--- src/core/wdt_pkg.sv ---
// Shared constants and state types of the windowed watchdog timer.
// Assumes one 100 MHz bus clock and an AXI4-Lite register port.
package wdt_pkg;
    // Register byte offsets.
    localparam logic [7:0] A_CS1 = 8'h00;
    localparam logic [7:0] A_CS2 = 8'h04;
    localparam logic [7:0] A_CNT = 8'h08;
    localparam logic [7:0] A_TOV = 8'h0c;
    localparam logic [7:0] A_WIN = 8'h10;
    localparam logic [7:0] A_STS = 8'h14;
    // Service and unlock words written to the counter pair.
    localparam logic [15:0] SVC1 = 16'ha602;
    localparam logic [15:0] SVC2 = 16'hb480;
    localparam logic [15:0] UNL1 = 16'hc520;
    localparam logic [15:0] UNL2 = 16'hd928;
    // Timing in bus clocks; the hold counts half periods (2.5 periods).
    localparam int CFG_CLKS = 128;
    localparam int SEQ_CLKS = 16;
    localparam int IRQ_CLKS = 128;
    localparam int HOLD_HALVES = 5;
    localparam int PRESCALE = 256;
    // Clock source codes.
    localparam logic [1:0] CS_BUS = 2'h0;
    localparam logic [1:0] CS_LPO = 2'h1;
    localparam logic [1:0] CS_IRC = 2'h2;
    localparam logic [1:0] CS_EXT = 2'h3;
    // Field positions of control_status_one.
    localparam int C1_UPD = 0;
    localparam int C1_INT = 1;
    localparam int C1_DBG = 2;
    localparam int C1_IDLE = 3;
    localparam int C1_DEEP = 4;
    localparam int C1_EN = 5;
    localparam int C1_TST = 6;
    // Field positions of control_status_two.
    localparam int C2_CLK = 0;
    localparam int C2_DIVIDE_BY_256_ENABLE = 4;
    localparam int C2_FLG = 6;
    localparam int C2_WIN = 7;
    localparam logic [7:0] C2_MASK = 8'h93;
    // Self-test select codes.
    localparam logic [1:0] TST_LOW = 2'h2;
    localparam logic [1:0] TST_HIGH = 2'h3;
    // Reset defaults: about 4 ms on the 1 kHz oscillator.
    localparam int DEF_TIMEOUT_MS = 4;
    localparam int LPO_HZ = 1000;
    localparam logic [15:0] TOV_DEF = 16'(DEF_TIMEOUT_MS * LPO_HZ / 1000);
    localparam logic [7:0] CS1_DEF = 8'h20;
    localparam logic [7:0] CS2_DEF = 8'h01;
    // AXI responses.
    localparam logic [1:0] R_OKAY = 2'h0;
    localparam logic [1:0] R_SLVERR = 2'h2;
    // Service sequence and clock-switch hold states.
    typedef enum logic [2:0] {
        SQ_IDLE = 3'b001, SQ_SVC = 3'b010, SQ_UNL = 3'b100
    } wdt_seq_e;
    typedef enum logic [3:0] {
        HD_NONE = 4'b0001, HD_WAIT = 4'b0010,
        HD_OLD = 4'b0100, HD_NEW = 4'b1000
    } wdt_hold_e;
endpackage

--- src/core/wdt_top.sv ---
// Windowed watchdog timer with AXI4-Lite registers.
// Assumes SYS_RST is synchronous and POR_IN marks a power-on reset.
// Functional notes
// Software configures within 128 clocks after reset.
// A602 then B480 restarts counter.
// Second service word late forces reset.
// Counter reaching timeout forces reset.
// Early service in window mode forces reset.
// Configuration registers accept one write only.
// New configuration applies once all written.
// Window registers optional when window disabled.
// Update bit allows unlock-based reconfiguration.
// C520 then D928 within 16 clocks unlocks.
// Unlock without reconfiguration in 128 resets.
// Four selectable counter clock sources.
// Optional divide by 256 before counting.
// Default timeout is about 4 ms.
// Source change holds counter 2.5+2.5 periods.
// Interrupt first, reset 128 clocks later.
// Without interrupt, reset is immediate.
// Two overflows on slow source reset.
// Halt, idle, deep sleep stop counting.
// Deep sleep gives reset, never interrupt.
// Halt and deep sleep need non-bus source.
// Fast test runs counter bytes separately.
// Power-on reset sets the power-on flag.
// Clock select codes 00,01,10,11.
// Other counter writes force reset.
// Test select 10 low, 11 high.
// Only power-on reset clears test select.
// Counter ticks, compares, clears on service.
`timescale 1ns/10ps
module wdt_top import wdt_pkg::*; #(
    parameter int CFG_WIN = CFG_CLKS,
    parameter int IRQ_WAIT = IRQ_CLKS
) (
    // Clock and resets.
    input wire logic CLK,
    input wire logic SYS_RST,
    input wire logic POR_IN,
    // Processor mode levels.
    input wire logic DEBUG_HALT,
    input wire logic IDLE_MODE,
    input wire logic DEEP_SLEEP_MODE,
    // Counter clock pins.
    input wire logic LPO_CLK,
    input wire logic IRC_CLK,
    input wire logic EXT_CLK,
    // AXI4-Lite write channels.
    input wire logic [7:0] AWADDR,
    input wire logic AWVALID,
    output logic AWREADY,
    input wire logic [31:0] WDATA,
    input wire logic [3:0] WSTRB,
    input wire logic WVALID,
    output logic WREADY,
    output logic [1:0] BRESP,
    output logic BVALID,
    input wire logic BREADY,
    // AXI4-Lite read channels.
    input wire logic [7:0] ARADDR,
    input wire logic ARVALID,
    output logic ARREADY,
    output logic [31:0] RDATA,
    output logic [1:0] RRESP,
    output logic RVALID,
    input wire logic RREADY,
    // Watchdog outputs.
    output logic WDT_IRQ,
    output logic WDT_RESET_REQ
);
    typedef struct packed {
        logic awr, wrr, aw_got, w_got, bv, arr, rv;
        logic [7:0] awa;
        logic [31:0] wd, rd;
        logic [3:0] ws;
        logic [1:0] br, rr;
        logic [7:0] cs1w, cs2w, cs1a, cs2a;
        logic [15:0] tovw, winw, tova, wina, cnt;
        logic [3:0] wr, hc;
        logic [1:0] tst, ovf, old_sel;
        logic cfg_open, done, unl;
        logic [7:0] cfg_cnt, dly;
        wdt_seq_e seq;
        logic [4:0] sq_cnt;
        wdt_hold_e hold;
        logic flag, pend, rst_req, irq, por;
    } wdt_top_s;
    wdt_top_s r, n;
    logic [3:0] edg;
    logic tick;
    logic wfire, viol, svc, unl_ok, apply, tout, run, need;

    // Counts must fit their 8-bit counters.
    if (CFG_WIN < 2 || CFG_WIN > 256 || IRQ_WAIT < 2 || IRQ_WAIT > 256)
    begin : g_chk
        $error("wdt_top: CFG_WIN and IRQ_WAIT must be 2 to 256");
    end

    function automatic logic is_reg(input logic [7:0] a);
        return a inside {A_CS1, A_CS2, A_CNT, A_TOV, A_WIN, A_STS};
    endfunction

    // Byte lanes not strobed keep the old value.
    function automatic logic [31:0] wmask(input logic [31:0] o,
        input logic [31:0] d, input logic [3:0] s);
        for (int i = 0; i < 4; i++) begin
            if (s[i]) begin
                o[8 * i +: 8] = d[8 * i +: 8];
            end
        end
        return o;
    endfunction

    // Half periods per edge: the bus clock gives one cycle per edge seen.
    function automatic logic [3:0] hstep(input logic [1:0] s);
        return (s == CS_BUS) ? 4'h2 : 4'h1;
    endfunction

    // Source pins, synchronised and prescaled.
    wdt_tick u_tick (
        .clk(CLK),
        .rst(SYS_RST),
        .src_pin({EXT_CLK, IRC_CLK, LPO_CLK}),
        .sel(r.cs2a[C2_CLK +: 2]),
        .div256(r.cs2a[C2_DIVIDE_BY_256_ENABLE]),
        .edge_o(edg),
        .tick_o(tick)
    );

    // Next state of bus slave, configuration, counter and reset logic.
    always_comb begin
        logic [15:0] w;
        logic [1:0] sel;
        logic ext;
        w = r.wd[15:0];
        sel = r.cs2a[C2_CLK +: 2];
        ext = sel != CS_BUS;
        n = r;
        wfire = 1'b0;
        viol = 1'b0;
        svc = 1'b0;
        unl_ok = 1'b0;
        // Address and data are taken in either order.
        if (AWVALID && r.awr) begin
            n.awa = AWADDR;
            n.aw_got = 1'b1;
            n.awr = 1'b0;
        end
        if (WVALID && r.wrr) begin
            n.wd = WDATA;
            n.ws = WSTRB;
            n.w_got = 1'b1;
            n.wrr = 1'b0;
        end
        if (r.aw_got && r.w_got && !r.bv) begin
            wfire = 1'b1;
            n.aw_got = 1'b0;
            n.w_got = 1'b0;
            n.bv = 1'b1;
            n.br = is_reg(r.awa) ? R_OKAY : R_SLVERR;
        end
        if (r.bv && BREADY) begin
            n.bv = 1'b0;
            n.awr = 1'b1;
            n.wrr = 1'b1;
        end
        // Reads have no side effects.
        if (ARVALID && r.arr) begin
            n.arr = 1'b0;
            n.rv = 1'b1;
            n.rr = is_reg(ARADDR) ? R_OKAY : R_SLVERR;
            unique case (ARADDR)
                A_CS1: n.rd = {24'h0, r.tst, r.cs1a[5:0]};
                A_CS2: n.rd = {24'h0, r.cs2a & C2_MASK} | 32'h40 * r.flag;
                A_CNT: n.rd = {16'h0, r.cnt};
                A_TOV: n.rd = {16'h0, r.tova};
                A_WIN: n.rd = {16'h0, r.wina};
                A_STS: n.rd = {26'h0, r.rst_req, r.pend,
                    r.hold != HD_NONE, r.cfg_open, r.done, r.por};
                default: n.rd = 32'h0;
            endcase
        end
        if (r.rv && RREADY) begin
            n.rv = 1'b0;
            n.arr = 1'b1;
        end
        // Write-once configuration, open only in the window.
        if (wfire && r.cfg_open) begin
            if (r.awa == A_CS1 && !r.wr[0]) begin
                n.cs1w = 8'(wmask({24'h0, r.cs1w}, r.wd, r.ws));
                n.wr[0] = 1'b1;
            end
            if (r.awa == A_CS2 && !r.wr[1]) begin
                n.cs2w = 8'(wmask({24'h0, r.cs2w}, r.wd, r.ws)) & C2_MASK;
                n.wr[1] = 1'b1;
            end
            if (r.awa == A_TOV && !r.wr[2]) begin
                n.tovw = 16'(wmask({16'h0, r.tovw}, r.wd, r.ws));
                n.wr[2] = 1'b1;
            end
            if (r.awa == A_WIN && !r.wr[3]) begin
                n.winw = 16'(wmask({16'h0, r.winw}, r.wd, r.ws));
                n.wr[3] = 1'b1;
            end
        end
        // Write-one-to-clear flags; a same-cycle set below still wins.
        if (wfire && r.awa == A_CS2 && r.wd[C2_FLG] && r.ws[0]) begin
            n.flag = 1'b0;
        end
        if (wfire && r.awa == A_STS && r.wd[0] && r.ws[0]) begin
            n.por = 1'b0;
        end
        // Counter pair: only service and unlock pairs are legal.
        if (wfire && r.awa == A_CNT) begin
            n.seq = SQ_IDLE;
            n.sq_cnt = 5'h0;
            unique case (r.seq)
                SQ_IDLE: begin
                    if (w == SVC1) begin
                        if (r.cs2a[C2_WIN] && r.cnt < r.wina) begin
                            viol = 1'b1;
                        end else begin
                            n.seq = SQ_SVC;
                        end
                    end else if (w == UNL1 && r.done && r.cs1a[C1_UPD]) begin
                        n.seq = SQ_UNL;
                    end else begin
                        viol = 1'b1;
                    end
                end
                SQ_SVC: begin
                    svc = w == SVC2;
                    viol = w != SVC2;
                end
                SQ_UNL: begin
                    unl_ok = w == UNL2;
                    viol = w != UNL2;
                end
            endcase
        end else if (r.seq != SQ_IDLE) begin
            if (r.sq_cnt == 5'(SEQ_CLKS - 1)) begin
                viol = 1'b1;
                n.seq = SQ_IDLE;
            end else begin
                n.sq_cnt = r.sq_cnt + 5'h1;
            end
        end
        // Apply once control, timeout and, if needed, window are written.
        need = r.wr[0] && r.wr[1] && r.wr[2]
            && (r.wr[3] || !r.cs2w[C2_WIN]);
        apply = r.cfg_open && !r.done && need;
        if (apply) begin
            n.cs1a = r.cs1w;
            n.cs2a = r.cs2w;
            n.tova = r.tovw;
            n.wina = r.wr[3] ? r.winw : r.wina;
            n.tst = r.cs1w[C1_TST +: 2];
            n.done = 1'b1;
            if (r.unl && r.cs2w[C2_CLK +: 2] != sel) begin
                n.old_sel = sel;
                n.hold = HD_WAIT;
                n.hc = 4'h0;
            end
        end
        // Configuration window of CFG_WIN bus clocks.
        if (r.cfg_open) begin
            if (r.cfg_cnt == 8'(CFG_WIN - 1)) begin
                n.cfg_open = 1'b0;
                n.unl = 1'b0;
                if (r.unl && !r.done && !apply) begin
                    viol = 1'b1;
                end
            end else begin
                n.cfg_cnt = r.cfg_cnt + 8'h01;
            end
        end
        if (unl_ok) begin
            n.cfg_open = 1'b1;
            n.cfg_cnt = 8'h0;
            n.wr = 4'h0;
            n.done = 1'b0;
            n.unl = 1'b1;
        end
        // Hold after a source change: old source first, then the new.
        unique case (r.hold)
            HD_NONE: ;
            HD_WAIT: if (!r.cfg_open) n.hold = HD_OLD;
            HD_OLD: begin
                if (edg[r.old_sel]) begin
                    n.hc = r.hc + hstep(r.old_sel);
                end
                if (r.hc >= 4'(HOLD_HALVES)) begin
                    n.hc = 4'h0;
                    n.hold = HD_NEW;
                end
            end
            HD_NEW: begin
                if (edg[sel]) begin
                    n.hc = r.hc + hstep(sel);
                end
                if (r.hc >= 4'(HOLD_HALVES)) begin
                    n.hold = HD_NONE;
                end
            end
        endcase
        // Counting stops in low-power and halt modes unless enabled; halt and deep sleep also need a non-bus source.
        run = r.cs1a[C1_EN] && r.hold == HD_NONE
            && !(DEBUG_HALT && !(r.cs1a[C1_DBG] && ext))
            && !(IDLE_MODE && !r.cs1a[C1_IDLE])
            && !(DEEP_SLEEP_MODE && !(r.cs1a[C1_DEEP] && ext));
        if (run && tick) begin
            if (r.tst == TST_LOW) begin
                n.cnt = {8'h0, r.cnt[7:0] + 8'h01};
            end else if (r.tst == TST_HIGH && r.cnt[7]) begin
                n.cnt = {r.cnt[15:8] + 8'h01, 8'h0};
            end else begin
                n.cnt = r.cnt + 16'h1;
            end
            if (r.cnt == 16'hffff && ext) begin
                n.ovf = 2'h1;
                viol = viol || r.ovf != 2'h0;
            end
        end
        if (r.hold inside {HD_OLD, HD_NEW}) begin
            n.cnt = 16'h0;
        end
        if (svc) begin
            n.cnt = 16'h0;
            n.ovf = 2'h0;
        end
        // Byte-wise compare in fast test, full compare otherwise.
        if (r.tst == TST_LOW) begin
            tout = r.cnt[7:0] == r.tova[7:0];
        end else if (r.tst == TST_HIGH) begin
            tout = r.cnt[15:8] == r.tova[15:8];
        end else begin
            tout = r.cnt == r.tova;
        end
        tout = tout && r.cs1a[C1_EN] && r.hold == HD_NONE;
        viol = viol || tout;
        // First event wins; deep sleep never takes the interrupt path.
        if (viol && !r.pend && !r.rst_req) begin
            if (r.cs1a[C1_INT] && !DEEP_SLEEP_MODE) begin
                n.pend = 1'b1;
                n.dly = 8'h0;
                n.flag = 1'b1;
            end else begin
                n.rst_req = 1'b1;
            end
        end
        if (r.pend) begin
            if (r.dly == 8'(IRQ_WAIT - 1)) begin
                n.rst_req = 1'b1;
            end else begin
                n.dly = r.dly + 8'h01;
            end
        end
        n.irq = n.flag && n.cs1a[C1_INT] && !DEEP_SLEEP_MODE;
    end

    // Reset keeps the test select unless it is a power-on reset.
    always_ff @(posedge CLK) begin
        if (SYS_RST) begin
            r <= '0;
            r.awr <= 1'b1;
            r.wrr <= 1'b1;
            r.arr <= 1'b1;
            r.cs1w <= CS1_DEF;
            r.cs2w <= CS2_DEF;
            r.tovw <= TOV_DEF;
            r.cs1a <= CS1_DEF;
            r.cs2a <= CS2_DEF;
            r.tova <= TOV_DEF;
            r.cfg_open <= 1'b1;
            r.seq <= SQ_IDLE;
            r.hold <= HD_NONE;
            r.tst <= POR_IN ? 2'h0 : r.tst;
            r.por <= POR_IN;
        end else begin
            r <= n;
        end
    end

    assign AWREADY = r.awr;
    assign WREADY = r.wrr;
    assign BRESP = r.br;
    assign BVALID = r.bv;
    assign ARREADY = r.arr;
    assign RDATA = r.rd;
    assign RRESP = r.rr;
    assign RVALID = r.rv;
    assign WDT_IRQ = r.irq;
    assign WDT_RESET_REQ = r.rst_req;

    // Decode of the first service word for the early-refresh check.
    logic w_is_svc1;
    assign w_is_svc1 = r.wd[15:0] == SVC1;
endmodule

--- src/core/wdt_tick.sv ---
// Clock source synchroniser, edge finder and divide-by-256 prescaler.
// Assumes the slow clock pins are asynchronous and below half of CLK.
`timescale 1ns/10ps
module wdt_tick import wdt_pkg::*; (
    // Bus clock and synchronous reset.
    input wire logic clk,
    input wire logic rst,
    // Raw pins: external, 32 kHz and 1 kHz from top to bottom.
    input wire logic [2:0] src_pin,
    // Source select and prescaler enable.
    input wire logic [1:0] sel,
    input wire logic div256,
    // One pulse per edge of each source; bit 0 is the bus clock.
    output logic [3:0] edge_o,
    // One pulse per counter increment.
    output logic tick_o
);
    typedef struct packed {
        logic [2:0] s1, s2, s3, lvl;
        logic [7:0] pre;
        logic [3:0] edg;
        logic tick;
    } wdt_tick_s;
    wdt_tick_s r, n;

    // A pin change counts once stages two and three agree, which costs
    // latency but keeps a metastable first stage out of the decision.
    always_comb begin
        logic [3:0] rise;
        rise = 4'h1;
        n = r;
        n.s1 = src_pin;
        n.s2 = r.s1;
        n.s3 = r.s2;
        n.edg = 4'h1;
        n.tick = 1'b0;
        for (int i = 0; i < 3; i++) begin
            if (r.s2[i] == r.s3[i] && r.s3[i] != r.lvl[i]) begin
                n.lvl[i] = r.s3[i];
                n.edg[i + 1] = 1'b1;
                rise[i + 1] = r.s3[i];
            end
        end
        // The selected source clocks the counter, through the prescaler.
        if (rise[sel]) begin
            n.pre = r.pre + 8'h01;
            n.tick = !div256 || r.pre == 8'(PRESCALE - 1);
        end
    end

    // State register.
    always_ff @(posedge clk) begin
        if (rst) begin
            r <= '0;
        end else begin
            r <= n;
        end
    end

    assign edge_o = r.edg;
    assign tick_o = r.tick;
endmodule

--- config.mk ---
export PLATFORM = sky130hd
export DESIGN_NAME = wdt_top
export DESIGN_NICKNAME = d
export VERILOG_FILES = /design/src/core/wdt_pkg.sv /design/src/core/wdt_top.sv /design/src/core/wdt_tick.sv
export SDC_FILE = /design/constraint.sdc
export NUM_CORES = 1
export LEC_CHECK = 0
export BUFFER_PORTS_ARGS = -buffer_cell sky130_fd_sc_hd__buf_2
export CAP_MARGIN = 0
export CORE_UTILIZATION = 59
export CTS_CLUSTER_SIZE = 25
export DETAILED_ROUTE_END_ITERATION = 10
export GPL_ROUTABILITY_DRIVEN = 0
export GPL_TIMING_DRIVEN = 0
export PLACE_DENSITY = 0.81
export SYNTH_ARGS = -nofsm -noshare
export SYNTH_HDL_FRONTEND = slang
export SYNTH_SLANG_ARGS = --single-unit
--- constraint.sdc ---
create_clock -name CLK -period 3.5 [get_ports CLK]
set_clock_uncertainty 0.2 [all_clocks]
set_input_delay 0.175 -clock CLK [delete_from_list [all_inputs] [get_ports CLK]]
set_output_delay 0.175 -clock CLK [all_outputs]
set_load 0.05 [all_outputs]
Yosys cells after proc, flatten, opt, wreduce, memory -nomap -nowiden
Index checks and enable logic that the tools add are counted.
{"block": "op_classes", "magnitude_cmp": 4, "bitwise": 4, "n_shift": 0, "muxes": 86, "n_mul": 0, "add_sub_neg": 9, "reduce_logical": 115, "n_eq_ne": 43, "div_mod_pow": 0}
{"op": "16-bit one-hot mux with 6 select lines", "count": 1}
{"op": "16-bit == test (second input constant)", "count": 5}
{"op": "8-bit 2-to-1 mux", "count": 7}
{"op": "1-bit logical AND", "count": 52}
{"op": "42-bit 2-to-1 mux", "count": 1}
{"op": "8-bit by 1-bit adder with 8-bit output (second input constant)", "count": 5}
{"op": "1-bit 2-to-1 mux", "count": 39}
{"op": "4-bit 2-to-1 mux", "count": 9}
{"op": "8-bit by 4-bit == test with 1-bit output (second input constant)", "count": 4}
{"op": "8-bit by 5-bit == test with 1-bit output (second input constant)", "count": 4}
{"op": "16-bit 2-to-1 mux", "count": 2}
{"op": "16-bit != test (second input constant)", "count": 2}
{"op": "2-bit AND reduction", "count": 13}
{"op": "2-bit 2-to-1 mux", "count": 11}
{"op": "1-bit zero test", "count": 18}
{"op": "3-bit AND reduction", "count": 6}
{"op": "16-bit by 1-bit adder with 16-bit output (second input constant)", "count": 1}
{"op": "16-bit == test", "count": 1}
{"op": "8-bit by 3-bit == test with 1-bit output (second input constant)", "count": 2}
{"op": "8-bit by 7-bit == test with 1-bit output (second input constant)", "count": 2}
{"op": "8-bit == test", "count": 2}
{"op": "8-bit zero test", "count": 2}
{"op": "16-bit < comparator", "count": 1}
{"op": "2-bit nonzero test", "count": 8}
{"op": "37 further kinds", "count": 63}
{"block": "word_totals", "mem_count": 0, "word_cells": 317, "inputBits": 66, "ram_bits": 0, "rom_bits": 0, "out_inout_bits": 43, "latchBits": 0, "regBits": 263}

Logic depth before layout (Yosys ltp)
{"block": "logic_depth", "ltp_word": 20, "depth_mapped": 9, "mapped_depth_nobuf": 9}

Cells and area by module
From an unflattened synthesis, not the netlist that was laid out.
{"block": "hier_totals", "cells_unflattened": 1309, "area_unflattened_um2": 10909.2}
{"mod": "wdt_top", "seq_area_each_um2": 4073.9, "cells_each": 1190, "area_per_inst_um2": 9795.6, "instances": 1}
{"mod": "wdt_tick", "seq_area_each_um2": 500.5, "cells_each": 119, "area_per_inst_um2": 1113.6, "instances": 1}

Worst setup path after synthesis
Ideal clock, no wire load.
{"block": "synth_path", "path_type": "reg-to-reg", "start": "reg r[55] (netlist bit)", "end": "reg r (netlist bit WDT_IRQ)", "path_stages_with_launch": 9, "slack_ns": 0.887, "arrival_time_ns": 2.309, "synth_period_minus_slack_ns": 2.613, "path_cell_list": "dfxtp_1 ha_1 a21o_1 a21o_1 a221o_1 a211oi_1 o311a_1 o21ai_2 a2111oi_2"}
{"block": "synth_between", "elab_chain_cells": 18}
{"element": "from (decl)", "line": "wdt_top.sv:89", "text": "wdt_top_s r, n;"}
{"element": "from (signal assigned)", "line": "wdt_top.sv:381", "text": "r <= n;"}
{"element": "16-bit < comparator", "line": "wdt_top.sv:221", "text": "if (r.cs2a[C2_WIN] && r.cnt < r.wina) begin"}
{"element": "1-bit logical AND", "line": "wdt_top.sv:221"}
{"element": "1-bit 2-to-1 mux", "line": "wdt_top.sv:221"}
{"element": "1-bit 2-to-1 mux", "line": "wdt_top.sv:220", "text": "if (w == SVC1) begin"}
{"element": "1-bit one-hot mux with 3 select lines", "line": "wdt_top.sv:218", "text": "unique case (r.seq)"}
{"element": "1-bit 2-to-1 mux", "line": "wdt_top.sv:215", "text": "if (wfire && r.awa == A_CNT) begin"}
{"element": "1-bit 2-to-1 mux", "line": "wdt_top.sv:271", "text": "if (r.unl && !r.done && !apply) begin"}
{"element": "1-bit 2-to-1 mux", "line": "wdt_top.sv:268", "text": "if (r.cfg_cnt == 8'(CFG_WIN - 1)) begin"}
{"element": "1-bit 2-to-1 mux", "line": "wdt_top.sv:267", "text": "if (r.cfg_open) begin"}
{"element": "1-bit logical OR", "line": "wdt_top.sv:322", "text": "viol = viol || r.ovf != 2'h0;"}
{"element": "1-bit 2-to-1 mux", "line": "wdt_top.sv:320", "text": "if (r.cnt == 16'hffff && ext) begin"}
{"element": "1-bit 2-to-1 mux", "line": "wdt_top.sv:312", "text": "if (run && tick) begin"}
{"element": "1-bit logical OR (*)", "line": "wdt_top.sv:341", "text": "viol = viol || tout;"}
{"element": "1-bit logical AND (*) (2 in series)", "line": "wdt_top.sv:343", "text": "if (viol && !r.pend && !r.rst_req) begin"}
{"element": "3-bit 2-to-1 mux (*)", "line": "wdt_top.sv:343"}
{"element": "1-bit logical AND (*) (2 in series)", "line": "wdt_top.sv:359", "text": "n.irq = n.flag && n.cs1a[C1_INT] && !DEEP_SLEEP_MODE;"}
Mark *: on every way between the ends. The rest lies on a longest branch, timed or not.
A chain may end at the register's enable or synchronous reset.

Worst setup path in the final report
{"block": "layout_path", "start": "reg r[55] (netlist bit)", "end": "reg r[23] (netlist bit)"}
{"block": "layout_between", "elab_chain_cells": 18}
{"element": "16-bit < comparator", "line": "wdt_top.sv:221"}
{"element": "1-bit logical AND", "line": "wdt_top.sv:221"}
{"element": "1-bit 2-to-1 mux", "line": "wdt_top.sv:221"}
{"element": "1-bit 2-to-1 mux", "line": "wdt_top.sv:220"}
{"element": "1-bit one-hot mux with 3 select lines", "line": "wdt_top.sv:218"}
{"element": "1-bit 2-to-1 mux", "line": "wdt_top.sv:215"}
{"element": "1-bit 2-to-1 mux", "line": "wdt_top.sv:271"}
{"element": "1-bit 2-to-1 mux", "line": "wdt_top.sv:268"}
{"element": "1-bit 2-to-1 mux", "line": "wdt_top.sv:267"}
{"element": "1-bit logical OR", "line": "wdt_top.sv:322"}
{"element": "1-bit 2-to-1 mux", "line": "wdt_top.sv:320"}
{"element": "1-bit 2-to-1 mux", "line": "wdt_top.sv:312"}
{"element": "1-bit logical OR (*)", "line": "wdt_top.sv:341"}
{"element": "1-bit logical AND (*) (2 in series)", "line": "wdt_top.sv:343"}
{"element": "8-bit 2-to-1 mux (*)", "line": "wdt_top.sv:343"}
{"element": "8-bit 2-to-1 mux", "line": "wdt_top.sv:353", "text": "if (r.dly == 8'(IRQ_WAIT - 1)) begin"}
{"element": "8-bit 2-to-1 mux (*)", "line": "wdt_top.sv:352", "text": "if (r.pend) begin"}
Marks and branches as above.

==> key figures <==
Final layout
  – Synth-to-layout area growth: 18.9%
  – Final nets: 1553
  – Share of layout cells above drive strength 1: 12.1%
  – Final core utilization: between 70% and 80%
  – Storage element area: approximately 0.0046 mm2
  – Fillers: approximately 1.3k
  – Final Cell Area: approximately 0.013 mm2
  – Area of the multi-input gates: 0.00546 mm2

Placed design
  – Post-Place Cell Area: ~0.011 mm2
  – Post-DP HPWL: about 20000 um
  – IO buf count: 69

Setup path
  – CP arrival: between 3 and 4 ns
  – Kind of critical path: register to register
  – Origin of the worst setup path: r[55]
  – Launching point of the worst reg2reg path: r[55]
  – CP Max Fanout: 7
  – Startpoint types: register
  – Crit end category: register
  – CP required: ~3.7 ns

Power and ir drop
  – Maximum VDD drop: 0.371 mV
  – Pwr per Cell Area: 443 mW/mm2
  – Total power: 5.61 mW
  – Leakage Power: about 4.9 nW

Detailed routing
  – Post-route ant nets: 0
  – Detailed Routing Iterations Pass 1: 6
  – DRC Markers: 0
  – Wire length per cell: approximately 17 um
  – Routed vias: 9811
  – Iter 0 DRT Violations: between 1k and 1.5k
  – Via-to-Cell Ratio: a little under 6
  – WL final: 28700 um

Logic synthesis
  – Most numerous cell in the Yosys netlist: nand2_1
  – Area share of the largest cell type after synthesis: between 40% and 50%
  – #FFs+latches synth: between 200 and 250
  – Dominant synthesized flop cell: dfxtp_1
  – Post-synth top cells: nand2_1 (252), dfxtp_1 (224), a21oi_1 (135)
  – Post-synth top area cell: dfxtp_1
  – Mean post-synth cell area: approximately 8.2 um2
  – Area contributors post-synth: dfxtp_1 (42%), nand2_1 (8.9%), a21oi_1 (6.3%)
  – Synth warn: 0
  – Post-synth ARST share: 0%
  – Seq/Total Area, Yosys: between 40 and 50%
  – Number of enable flip-flop cells after synthesis: 3
  – Yosys cell types: 76
  – Post-Syn Instances: 1294
  – Cell area after synthesis: between 0.01 and 0.015 mm2

Clock network
  – Setup bufs post-CTS: 0
  – Htree depth: 1
  – Longest Clk Path Bufs: 3
  – Post-cts gate resize count: 0
  – CTS tree: yes
  – Reg clk slew, reported paths: around 0.060 ns
  – TritonCTS Buffers: 23
  – CTS Root Cell: clkbuf_16
  – CTS sink cnt: 227
  – Worst-skew pair later-pin latency: approximately 0.53 ns

Timing
  – Setup violators final: 0
  – TNS Setup: 0 ns
  – Max_slew headroom: 12.5%
  – Hold Fails Final Rpt: 0
  – Final Cycle Share: 95.5%
  – Unrepaired setup endpoints after global routing: false
  – Final Critical Period: around 3.3 ns
  – Slew Viols, Final: 0
  – Worst-margin pin slew: ~1.3 ns
  – Peak Freq: around 300 MHz

Global route
  – Total grt overflow: 0
  – Vias in the first global route: 9094
  – Antenna violations before repair: 1
  – First-pass GRT wire length: roughly 46000 um
  – GRT Resource Usage Total: around a third
  – Pin count of the biggest net entering global routing: 15

Hold path
  – Hold path start: ARADDR[6]
  – Hold Path Class: primary input to register

Floorplan
  – Chip width: ~140 um
  – Die Y-Extent: 136 um
  – Core area: roughly 0.017 mm2
  – Row cnt: 48
  – Initial core utilization: 60.9%
  – Top Ports: 109
  – DIE AREA: approximately 0.019 mm2

Run status
  – Status: finished, final reports clean

Job
  – Number of max-cap violations: 0
## path summary, 6_finish.rpt
path                       end  slack [ns]  depth (start not counted)
hold reg to reg   u_tick.n[18]        0.23                          1
setup / recovery         r[23]        0.16                          8
setup reg to reg         r[23]        0.16                          8
hold / removal        RDATA[6]        0.01                          5
## layout make-up
type	instances	share of cell area [%]
multi-input cells	945	43.1
flip-flops and latches	227	36.1
repair buffers	123	6.96
clock buffers	31	5.10
plain buffers	101	4.21
well taps	225	2.22
inverters	38	1.13
clock inverters	9	1.10
diodes	1	0.0198
## metrics by stage
stage | setup WS (ns) | std cells | hold WS (ns)
floorplan | 0.887 | 1311 | 0.0548
global placement | 0.225 | 1605 | 0.184
detailed placement | 0.188 | 1605 | 0.191
CTS | 0.167 | 1697 | 0.0329
global route | 0.0666 | 1699 | 0.0224
finish | 0.157 | 1700 | 0.0113
## critical path: stages (launching register included)
cell and delay, ns:
dfxtp_1 0.50, ha_1 0.31, a21o_1 0.18, a21o_1 0.17, a221o_1 0.34, a211oi_1 0.72
o311ai_2 0.35, a21boi_1 0.33, nor4_1 0.09
## cells by family (layout without fill, tap and decap cells)
logic type | after synthesis | count (layout) | synth area share (%)
compound gates | 249 | 249 | 14.3
buf+inv | 139 | 302 | 6.35
flops | 227 | 227 | 43.0
mux | 39 | 39 | 4.22
fa+ha+maj | 28 | 28 | 3.43
other cells | 1 | 19 | 0.0352
simple gates | 562 | 562 | 24.7
xor+xnor | 49 | 49 | 4.03
## sequential cells by signal (all words and copies together) (netlist names)
register	cells
r	177
RDATA	16
u_tick.r	14
u_tick.n	6
u_tick.edge_o	4
ARREADY	1
AWREADY	1
BRESP	1
BVALID	1
RRESP	1
RVALID	1
WDT_IRQ	1
WDT_RESET_REQ	1
WREADY	1
u_tick.tick_o	1
## layout by cell type, fill, tap and decap left out, types with 6 or more instances in the layout
cell,Yosys,final
nor2_1,117,117
mux2_2,7,7
nor2b_1,11,11
buf_1,6,6
nor3_1,16,16
and2_1,8,8
a211oi_1,8,8
dfxtp_1,224,224
a22oi_1,21,21
xor2_1,21,21
nand4_1,24,24
conb_1,1,18
and3_1,17,17
nand3_1,50,50
a21o_1,8,8
o21ai_0,27,27
mux2i_1,28,28
ha_1,26,26
nand2b_1,11,11
nor4_1,8,8
xnor2_1,28,28
nor3b_1,6,6
nand2_1,252,252
buf_2,6,75
nor4b_1,6,6
clkbuf_16,0,23
a21oi_1,135,135
clkbuf_1,51,55
inv_1,38,38
dlygate4sd3_1,0,53
buf_4,37,37
## metal layers
metal	wire length, um	part of all wire, %	GRT usage (%)
met1	12200	42	39.5
met5	0	0	0
met4	1310	4.5	14.3
met2	13100	46	53.3
met3	2070	7.2	4.74
## timing repair
action                                 CTS  global route
hold buffers                            52             1
endpoints found under the hold margin   46             2
setup endpoints to repair                0             0
## where the power goes
group	leakage [nW]	switching (mW)	internal, mW	total [mW]
combinational	2.67	0.243	0.137	0.380
sequential	1.84	0.0456	2.63	2.67
clock	0.389	1.04	1.52	2.56
total	4.90	1.33	4.29	5.61
(Power assumes the default switching activity.)
